[config.mk]
export PLATFORM = sky130hd
export DESIGN_NAME = csd_decoder
export DESIGN_NICKNAME = d
export VERILOG_FILES = /design/src/rtl/csd_pkg.sv /design/src/rtl/csd_decoder.sv
export SDC_FILE = /design/constraint.sdc
export NUM_CORES = 1
export LEC_CHECK = 0
export ABC_AREA = 1
export BUFFER_PORTS_ARGS = -buffer_cell sky130_fd_sc_hd__buf_2
export CAP_MARGIN = 5
export CORE_ASPECT_RATIO = 2
export CORE_MARGIN = 2
export CORE_UTILIZATION = 47
export DETAILED_ROUTE_END_ITERATION = 12
export HOLD_SLACK_MARGIN = 0.12
export PLACE_DENSITY_LB_ADDON = 0.12
export SLEW_MARGIN = 5
export SYNTH_ARGS = -nofsm -noshare
export SYNTH_HDL_FRONTEND = slang
export SYNTH_SLANG_ARGS = --single-unit
export TNS_END_PERCENT = 30
[constraint.sdc]
create_clock -name pclk -period 1.8 [get_ports pclk]
set_input_delay 0.36 -clock pclk [delete_from_list [all_inputs] [get_ports pclk]]
set_output_delay 0.36 -clock pclk [all_outputs]
set_load 0.01 [all_outputs]
[src/rtl/csd_pkg.sv]
// package for the cyclic starter command decoder
package csd_pkg;

	localparam logic [7:0] ASM_CLASS      = 8'h04;
	localparam logic [7:0] ASM_OUT_INST   = 8'h64;
	localparam logic [7:0] ASM_IN_INST    = 8'h65;
	localparam logic [7:0] ASM_ATTR       = 8'h03;
	localparam logic [3:0] OUT_MAX_BYTES  = 4'h4;
	localparam logic [3:0] IN_MAX_BYTES   = 4'hC;

	localparam int RUN_BIT    = 6;
	localparam int RESET_BIT  = 7;
	localparam int MSET_BIT   = 13;
	localparam logic [15:0] CMD_RSVD_MASK = 16'hDF3F;

	localparam int CLK_HZ        = 125000000;
	localparam int FLASH_HALF_MS = 250;
	localparam int FLASH_HALF_CYC = FLASH_HALF_MS * (CLK_HZ / 1000);
	localparam int MIN_CYCLE_US  = 1000;

	localparam logic [11:0] A_CTRL    = 12'h000;
	localparam logic [11:0] A_CMD     = 12'h004;
	localparam logic [11:0] A_STATE   = 12'h008;
	localparam logic [11:0] A_IRQ_ST  = 12'h00C;
	localparam logic [11:0] A_IRQ_EN  = 12'h010;
	localparam logic [11:0] A_IRQ_CLR = 12'h014;

	localparam int EV_CMD   = 0;
	localparam int EV_TRIP  = 1;
	localparam int EV_RSVD  = 2;
	localparam int EV_BADAS = 3;
	localparam int EV_W     = 4;

	typedef struct packed {
		logic [7:0]  inst;
		logic [7:0]  attr;
		logic [3:0]  nbytes;
		logic [31:0] data;
	} csd_frame_s;

	typedef struct packed {
		logic run;
		logic trip_reset;
		logic mset_secondary;
	} csd_starter_cmd_s;

	typedef enum logic [1:0] {
		LED_OFF   = 2'b00,
		LED_FLASH = 2'b01,
		LED_ON    = 2'b10
	} csd_led_e;

endpackage

[src/rtl/csd_decoder.sv]
// cyclic command decoder for the starter's network adapter
// Behaviour
// - commands accepted only from output assembly class 4, instance 100, attribute 3.
// - output assembly carries at most four bytes, two 16-bit words.
// - input assembly, instance 101, carries at most twelve bytes.
// - multi-byte values travel least significant byte first.
// - command bit 6 set means start, clear means stop.
// - trip reset only on a 0 to 1 change of bit 7.
// - bit 7 already set before gives no further reset.
// - bits 6 and 7 together give reset and start.
// - bit 13 selects secondary motor set when starting, else primary.
// - last written command held until overwritten or reinitialised.
// - held command reapplied when network control returns.
// - error led flashes on timeout, steady on duplicate address, else off.
// - status led flashes with address only, steady when communicating.
// - link led on while connected, activity led flashes during traffic.
//
// The APB register port and the register addresses were left to the implementer.
`timescale 1ns/10ps
`default_nettype none

module csd_decoder (
	input  wire logic               pclk,
	input  wire logic               presetn,
	input  wire logic [11:0]        paddr,
	input  wire logic               psel,
	input  wire logic               penable,
	input  wire logic               pwrite,
	input  wire logic [31:0]        pwdata,
	output logic      [31:0]        prdata,
	output logic                    pready,
	output logic                    pslverr,
	input  wire logic               frame_valid,
	input  wire csd_pkg::csd_frame_s frame,
	output logic      [95:0]        status_asm,
	input  wire logic [15:0]        starter_state,
	input  wire logic [31:0]        motor_current,
	input  wire logic [15:0]        trip_code,
	input  wire logic               local_command_override_setting,
	input  wire logic               reset_input_disable,
	input  wire logic               conn_timeout,
	input  wire logic               dup_ip,
	input  wire logic               has_ip,
	input  wire logic               comm_established,
	input  wire logic [1:0]         port_link,
	input  wire logic [1:0]         port_traffic,
	output csd_pkg::csd_starter_cmd_s starter_cmd,
	output logic                    led_error,
	output logic                    led_status,
	output logic      [1:0]         led_link,
	output logic      [1:0]         led_txrx,
	output logic                    irq
);

	// two-flop synchronisers for the asynchronous pin-level inputs
	logic [7:0] sync1_ff;
	logic [7:0] sync2_ff;
	logic [7:0] pins_in;
	assign pins_in = {local_command_override_setting, reset_input_disable,
		conn_timeout, dup_ip, has_ip, comm_established, port_link[1],
		port_link[0]};

	always_ff @(posedge pclk or negedge presetn) begin
		if (!presetn) begin
			sync1_ff <= 8'h00;
			sync2_ff <= 8'h00;
		end else begin
			sync1_ff <= pins_in;
			sync2_ff <= sync1_ff;
		end
	end

	logic net_blocked;
	logic s_timeout;
	logic s_dup;
	logic s_ip;
	logic s_comm;
	logic [1:0] s_link;
	assign net_blocked = sync2_ff[7] | sync2_ff[6];
	assign s_timeout   = sync2_ff[5];
	assign s_dup       = sync2_ff[4];
	assign s_ip        = sync2_ff[3];
	assign s_comm      = sync2_ff[2];
	assign s_link      = sync2_ff[1:0];

	logic [1:0] traffic_s1_ff;
	logic [1:0] traffic_s2_ff;
	always_ff @(posedge pclk or negedge presetn) begin
		if (!presetn) begin
			traffic_s1_ff <= 2'h0;
			traffic_s2_ff <= 2'h0;
		end else begin
			traffic_s1_ff <= port_traffic;
			traffic_s2_ff <= traffic_s1_ff;
		end
	end

	function automatic logic frame_ok(input csd_pkg::csd_frame_s f);
		frame_ok = (f.inst == csd_pkg::ASM_OUT_INST) &&
			(f.attr == csd_pkg::ASM_ATTR) &&
			(f.nbytes <= csd_pkg::OUT_MAX_BYTES) &&
			(f.nbytes != 4'h0);
	endfunction

	// command capture and decode
	logic [15:0] cmd_ff;
	logic [15:0] nxt_cmd;
	logic        prev_rst_ff;
	logic        nxt_prev_rst;
	logic        reset_pulse_ff;
	logic        nxt_reset_pulse;
	logic [15:0] wcmd;
	logic        accept;
	logic        ctrl_clear;

	assign accept = frame_valid & frame_ok(frame);
	// byte 0 is the low byte of the word; bytes 2 and 3 are ignored
	assign wcmd = {frame.data[15:8], frame.data[7:0]};

	always_comb begin
		nxt_cmd         = cmd_ff;
		nxt_prev_rst    = prev_rst_ff;
		nxt_reset_pulse = 1'b0;
		if (ctrl_clear) begin
			nxt_cmd      = 16'h0000;
			nxt_prev_rst = 1'b0;
		end else if (accept) begin
			nxt_cmd      = wcmd;
			nxt_prev_rst = wcmd[csd_pkg::RESET_BIT];
			// reset fires only on the rising edge across updates
			nxt_reset_pulse = wcmd[csd_pkg::RESET_BIT] & ~prev_rst_ff;
		end
	end

	always_ff @(posedge pclk or negedge presetn) begin
		if (!presetn) begin
			cmd_ff         <= 16'h0000;
			prev_rst_ff    <= 1'b0;
			reset_pulse_ff <= 1'b0;
		end else begin
			cmd_ff         <= nxt_cmd;
			prev_rst_ff    <= nxt_prev_rst;
			reset_pulse_ff <= nxt_reset_pulse;
		end
	end

	// held run bit is masked, not lost, while the network is locked out
	csd_pkg::csd_starter_cmd_s nxt_starter;
	csd_pkg::csd_starter_cmd_s starter_ff;
	always_comb begin
		nxt_starter.run = cmd_ff[csd_pkg::RUN_BIT] & ~net_blocked;
		nxt_starter.trip_reset = reset_pulse_ff & ~net_blocked;
		nxt_starter.mset_secondary = cmd_ff[csd_pkg::MSET_BIT];
	end
	always_ff @(posedge pclk or negedge presetn) begin
		if (!presetn)
			starter_ff <= '0;
		else
			starter_ff <= nxt_starter;
	end
	assign starter_cmd = starter_ff;

	// status assembly, twelve bytes, low byte first
	logic [95:0] status_ff;
	logic [95:0] nxt_status;
	always_comb begin
		nxt_status = {16'h0000, trip_code, motor_current, 16'h0000,
			starter_state};
	end
	always_ff @(posedge pclk or negedge presetn) begin
		if (!presetn)
			status_ff <= '0;
		else
			status_ff <= nxt_status;
	end
	assign status_asm = status_ff;

	// flash timebase shared by the error, status and activity leds
	logic [24:0] flash_cnt_ff;
	logic [24:0] nxt_flash_cnt;
	logic        flash_ff;
	logic        nxt_flash;
	always_comb begin
		nxt_flash_cnt = flash_cnt_ff + 25'h0000001;
		nxt_flash     = flash_ff;
		if (flash_cnt_ff == 25'(csd_pkg::FLASH_HALF_CYC - 1)) begin
			nxt_flash_cnt = 25'h0000000;
			nxt_flash     = ~flash_ff;
		end
	end
	always_ff @(posedge pclk or negedge presetn) begin
		if (!presetn) begin
			flash_cnt_ff <= 25'h0000000;
			flash_ff     <= 1'b0;
		end else begin
			flash_cnt_ff <= nxt_flash_cnt;
			flash_ff     <= nxt_flash;
		end
	end

	function automatic logic led_drive(input csd_pkg::csd_led_e m,
		input logic fl);
		case (m)
			csd_pkg::LED_OFF:   led_drive = 1'b0;
			csd_pkg::LED_FLASH: led_drive = fl;
			csd_pkg::LED_ON:    led_drive = 1'b1;
			default:            led_drive = 1'b0;
		endcase
	endfunction

	csd_pkg::csd_led_e err_mode;
	csd_pkg::csd_led_e st_mode;
	always_comb begin
		err_mode = csd_pkg::LED_OFF;
		if (s_dup)
			err_mode = csd_pkg::LED_ON;
		else if (s_timeout)
			err_mode = csd_pkg::LED_FLASH;
		st_mode = csd_pkg::LED_OFF;
		if (s_comm)
			st_mode = csd_pkg::LED_ON;
		else if (s_ip)
			st_mode = csd_pkg::LED_FLASH;
	end

	logic [5:0] led_ff;
	logic [5:0] nxt_led;
	always_comb begin
		nxt_led[0]   = led_drive(err_mode, flash_ff);
		nxt_led[1]   = led_drive(st_mode, flash_ff);
		nxt_led[3:2] = s_link;
		nxt_led[5:4] = traffic_s2_ff & {2{flash_ff}};
	end
	always_ff @(posedge pclk or negedge presetn) begin
		if (!presetn)
			led_ff <= 6'h00;
		else
			led_ff <= nxt_led;
	end
	assign led_error  = led_ff[0];
	assign led_status = led_ff[1];
	assign led_link   = led_ff[3:2];
	assign led_txrx   = led_ff[5:4];

	// apb registers and interrupts; single-cycle access phase
	logic apb_wr;
	logic apb_rd;
	assign apb_wr = psel & penable & pwrite;
	assign apb_rd = psel & penable & ~pwrite;
	assign pready = 1'b1;
	assign ctrl_clear = apb_wr && (paddr == csd_pkg::A_CTRL) && pwdata[0];

	logic [csd_pkg::EV_W-1:0] ev;
	logic [csd_pkg::EV_W-1:0] irq_st_ff;
	logic [csd_pkg::EV_W-1:0] nxt_irq_st;
	logic [csd_pkg::EV_W-1:0] irq_en_ff;
	logic [csd_pkg::EV_W-1:0] nxt_irq_en;
	logic [csd_pkg::EV_W-1:0] clr;
	logic [31:0] nxt_prdata;
	logic [31:0] prdata_ff;
	logic        nxt_slverr;
	logic        slverr_ff;

	always_comb begin
		ev = '0;
		ev[csd_pkg::EV_CMD]   = accept;
		ev[csd_pkg::EV_TRIP]  = nxt_reset_pulse;
		ev[csd_pkg::EV_RSVD]  = accept & |(wcmd & csd_pkg::CMD_RSVD_MASK);
		ev[csd_pkg::EV_BADAS] = frame_valid & ~frame_ok(frame);
		clr = '0;
		nxt_irq_en = irq_en_ff;
		if (apb_wr && paddr == csd_pkg::A_IRQ_CLR)
			clr = pwdata[csd_pkg::EV_W-1:0];
		if (apb_wr && paddr == csd_pkg::A_IRQ_EN)
			nxt_irq_en = pwdata[csd_pkg::EV_W-1:0];
		// a new event beats a clear in the same cycle
		nxt_irq_st = (irq_st_ff & ~clr) | ev;
		nxt_prdata = 32'h00000000;
		nxt_slverr = 1'b0;
		if (psel && !penable) begin
			case (paddr)
				csd_pkg::A_CTRL:    nxt_prdata = 32'h00000000;
				csd_pkg::A_CMD:     nxt_prdata = {16'h0000, cmd_ff};
				csd_pkg::A_STATE:   nxt_prdata = {26'h0000000, sync2_ff[7:6],
					starter_ff.mset_secondary, starter_ff.trip_reset,
					starter_ff.run, prev_rst_ff};
				csd_pkg::A_IRQ_ST:  nxt_prdata = {28'h0000000, irq_st_ff};
				csd_pkg::A_IRQ_EN:  nxt_prdata = {28'h0000000, irq_en_ff};
				csd_pkg::A_IRQ_CLR: nxt_prdata = 32'h00000000;
				default:            nxt_slverr = 1'b1;
			endcase
		end
	end

	always_ff @(posedge pclk or negedge presetn) begin
		if (!presetn) begin
			irq_st_ff <= '0;
			irq_en_ff <= '0;
			prdata_ff <= 32'h00000000;
			slverr_ff <= 1'b0;
		end else begin
			irq_st_ff <= nxt_irq_st;
			irq_en_ff <= nxt_irq_en;
			prdata_ff <= nxt_prdata;
			slverr_ff <= nxt_slverr;
		end
	end

	assign prdata  = apb_rd ? prdata_ff : 32'h00000000;
	assign pslverr = psel & penable & slverr_ff;
	assign irq     = |(irq_st_ff & irq_en_ff);

endmodule // csd_decoder

`default_nettype wire

==> impl_metrics.json <==
{
  "count_of_pins_over_their_slew_limit": 0,
  "drt_iter0_drc": 180,
  "die_w_um": 88.96,
  "detail-route-antenna-nets": 0,
  "hold_start": "frame[13]",
  "unrepaired_setup_endpoints_after_global_routing": "false",
  "critPathSlowestCell": "or2_1",
  "met3_length_um": 956,
  "routedLengthMet1_um": 5840,
  "max_freq_ghz": 0.6289,
  "synth_compound_gate_area_share": 0.01512,
  "worstPathRequired_ps": 1440,
  "result_of_the_run": "finished clean",
  "asr_flop_ratio_synth": 1.000,
  "ctsResizeCount": 0,
  "finalSetupTns_ps": 0,
  "worstPathMaxFanout": 15,
  "initial_antenna_violation_count": 1,
  "clkTransAtPathRegs_ps": 70,
  "post_synth_inst_count": 703,
  "std_cell_rows": 62,
  "critical_path.reg2reg.endpoint": "flash_cnt_ff[12]$_DFF_PN0_",
  "grt_start_max_net_pins": 60,
  "fp.dieH_um": 173.9,
  "p_leak_nw": 4.975,
  "worstSetupStartpointType": "primary input",
  "grt_overflow_total": 0,
  "flip_flop_and_latch_area_um2": 4029,
  "grt.total_usage": 0.2325,
  "via_per_inst": 4.629,
  "fillCellCount": 1210,
  "layout_commonest_cell": "buf_2",
  "worst_hold_path.num_cells": 3,
  "tritoncts_num_sinks": 161,
  "critPathTopFamily": "simple AND/OR/NAND/NOR gates",
  "source_of_the_worst_register_to_register_timing_path": "flash_cnt_ff[1]$_DFF_PN0_",
  "cts_hold_buf": 75,
  "number_of_flops_mapped_to_enable_cells_by_yosys": 0,
  "synth_ff_type": "dfrtp_1",
  "placeable_core_region_um2": 14270,
  "final.period_utilization": 0.8834,
  "dominant_combinational_cell_family_by_area_after_synthesis": "simple AND/OR/NAND/NOR gates",
  "buffer_ports.inserted": 222,
  "critical_path.most_common_cell": "buf_2",
  "via_count_of_the_first_global_routing_pass": 5908,
  "synth.mux.area_fraction": 0,
  "regToRegSetupSlack_ps": 260,
  "layout.cell_area.non_filler_um2": 9395,
  "yosys.area_share.adder": 0.001844,
  "crit_end_element": "primary output",
  "ys_seq_area_frac": 0.5939,
  "hp-class": "in -> reg",
  "crit_chain": "buf_2 > nand2_1 > or2_1 > buf_12 > nor2_1 > buf_2",
  "clockBufferDepth": 2,
  "hpwl_um": 12500,
  "timing.critical_path.buf_inv": 3,
  "tritoncts": "done",
  "clk-insertion-delay-late_ps": 420,
  "slowest_delay_ps": 250,
  "layout.nets": 1198,
  "placedInstanceArea_um2": 8049,
  "synth.cell_area_um2": 6784,
  "routedWlPerCell_um": 13.99,
  "totalWireLength_um": 17160,
  "dr.max_layer_used": "met4",
  "final_layout_size_suffix_gt1_frac": 0.3182,
  "post-route-min-period_ps": 1590,
  "synthXorXnorAreaFrac": 0.009037,
  "synth-simple-area-share": 0.2604,
  "fin_worst_skew_ps": 11.32,
  "final_hold_viol_count": 0,
  "synth_cell_types": 34,
  "max-vdd-ir-drop_v": 0.0006405,
  "synth_seq_cells": 161,
  "commonest_cells_after_routing_fill_and_taps_aside": "buf_2, dfrtp_1, nand2_1, nor2_1",
  "gp_routability_congestion": 0.9086,
  "routed_wire_length_on_met2_um": 9754,
  "synth.avg_cell_area_um2": 9.650,
  "relative_area_change_from_synthesis_to_final_layout_pct": 38.49,
  "finalSetupViolations": 0,
  "multi_input_combinational_cell_area_um2": 2127,
  "maxCapViolCount": 0,
  "detailed_routing_iteration_count_for_the_pre_antenna_repair_pass": 4,
  "count_of_pins_on_the_block_boundary": 316,
  "cts_root_buf": "clkbuf_16",
  "global_route_wire_length_before_repair_um": 27580,
  "timing.setup.critical_path_class": "in -> out",
  "drc_errors": 0,
  "routed-via-count": 5680,
  "cts_inserted_buffers": 17,
  "cts.htree.levels": 4,
  "worst-endpoint-arrival_ps": 1230,
  "die_area_um2": 15470,
  "yosysWarnings": 0,
  "cts_setup_buffers": 0,
  "reg2regPathDepth": 8,
  "power-per-cell-area_nw_per_um2": 844.1,
  "initial_utilization": 0.4753,
  "hold_path_end": "cmd_ff[13]$_DFFE_PN0P_"
}
power breakdown:
group	internal (W)	switching [W]	total [W]	leakage [nW]
logic	0.000302	0.000331	0.000633	2.66
registers	0.00372	0.0000257	0.00374	2.02
clock network	0.00187	0.00169	0.00356	0.285
sequential cells by signal (all words and copies together) (netlist names):
register / count
reset_pulse_ff: 1
traffic_s1_ff: 2
prdata_ff: 16
led_ff: 6
status_asm: 64
sync2_ff: 8
flash_ff: 1
irq_en_ff: 4
starter_cmd: 3
irq_st_ff: 4
flash_cnt_ff: 25
sync1_ff: 8
traffic_s2_ff: 2
cmd_ff: 16
slverr_ff: 1
kinds of logic after synthesis:
group,after synthesis
compound gates,19
simple gates,359
buf+inv,154
fa+ha+maj,1
xor+xnor,7
flops,161
other cells,2
synth_stat cells (4+ instances only):
cell type / instances / area share
nand2_2: 9 / 0.0083
o21ai_1: 12 / 0.0089
xor2_1: 5 / 0.0065
nor2_2: 9 / 0.0083
nor2_4: 7 / 0.012
inv_2: 17 / 0.0094
nand3_1: 47 / 0.035
nor3_1: 6 / 0.0044
nor2_1: 98 / 0.054
nand4_1: 40 / 0.037
dfrtp_1: 161 / 0.59
nand3_2: 6 / 0.0089
nand2_1: 121 / 0.067
nor3_2: 4 / 0.0059
buf_4: 50 / 0.055
inv_1: 75 / 0.041
buf_2: 7 / 0.0052
buf_6: 4 / 0.0066
worst max-delay path by stage:
stage / start / end / slack [ps] / cells past startpoint
6_report: penable / prdata[10] / 210 / 6
5_1_grt: flash_cnt_ff[1]$_DFF_PN0_ / flash_cnt_ff[22]$_DFF_PN0_ / 30 / 8
4_1_cts: penable / prdata[10] / 200 / 6
3_5_place_dp: penable / prdata[10] / 200 / 6
3_3_place_gp: penable / prdata[2] / 210 / 6
2_1_floorplan: penable / prdata[10] / 350 / 5
routing by layer:
layer  global-route usage  vias up
met5                    0        -
met4               0.1020        0
met3              0.05698       40
met2               0.4338      206
met1               0.2322     2679
li1                     -     2755
per-stage QoR:
stage / util / hold WS [ps] / cells / total power [W] / setup slack (ps)
final: 0.6582 / 190.6 / 1227 / 0.007930 / 210.0
after global routing: 0.6582 / 185.2 / 1227 / 0.008239 / 30.31
after CTS: 0.6580 / 179.6 / 1226 / 0.008012 / 198.0
after detailed placement: 0.5639 / 218.2 / 1119 / 0.004314 / 203.1
after global placement: 0.5639 / 220.4 / 1119 / 0.004303 / 211.4
after floorplan: - / 64.41 / 750 / 0.004050 / 352.7
worst reg2reg max path, cell delays in order (launching register included):
cell,delay (ps)
dfrtp_1,350
ha_1,160
nand2_1,100
nor2_2,240
nand3_1,130
nor3_2,170
nand2_2,150
nand2_1,90
nor2_1,40
layout make-up:
class | instances | area share
sequential | 161 | 0.4288
multi-input combinational | 435 | 0.2264
timing repair buffer | 314 | 0.2191
clock buffer | 17 | 0.04528
inverter | 92 | 0.03676
tap | 192 | 0.02557
clock inverter | 15 | 0.01785
antenna | 1 | 0.0002663
Power figures use the tool's default switching activity.
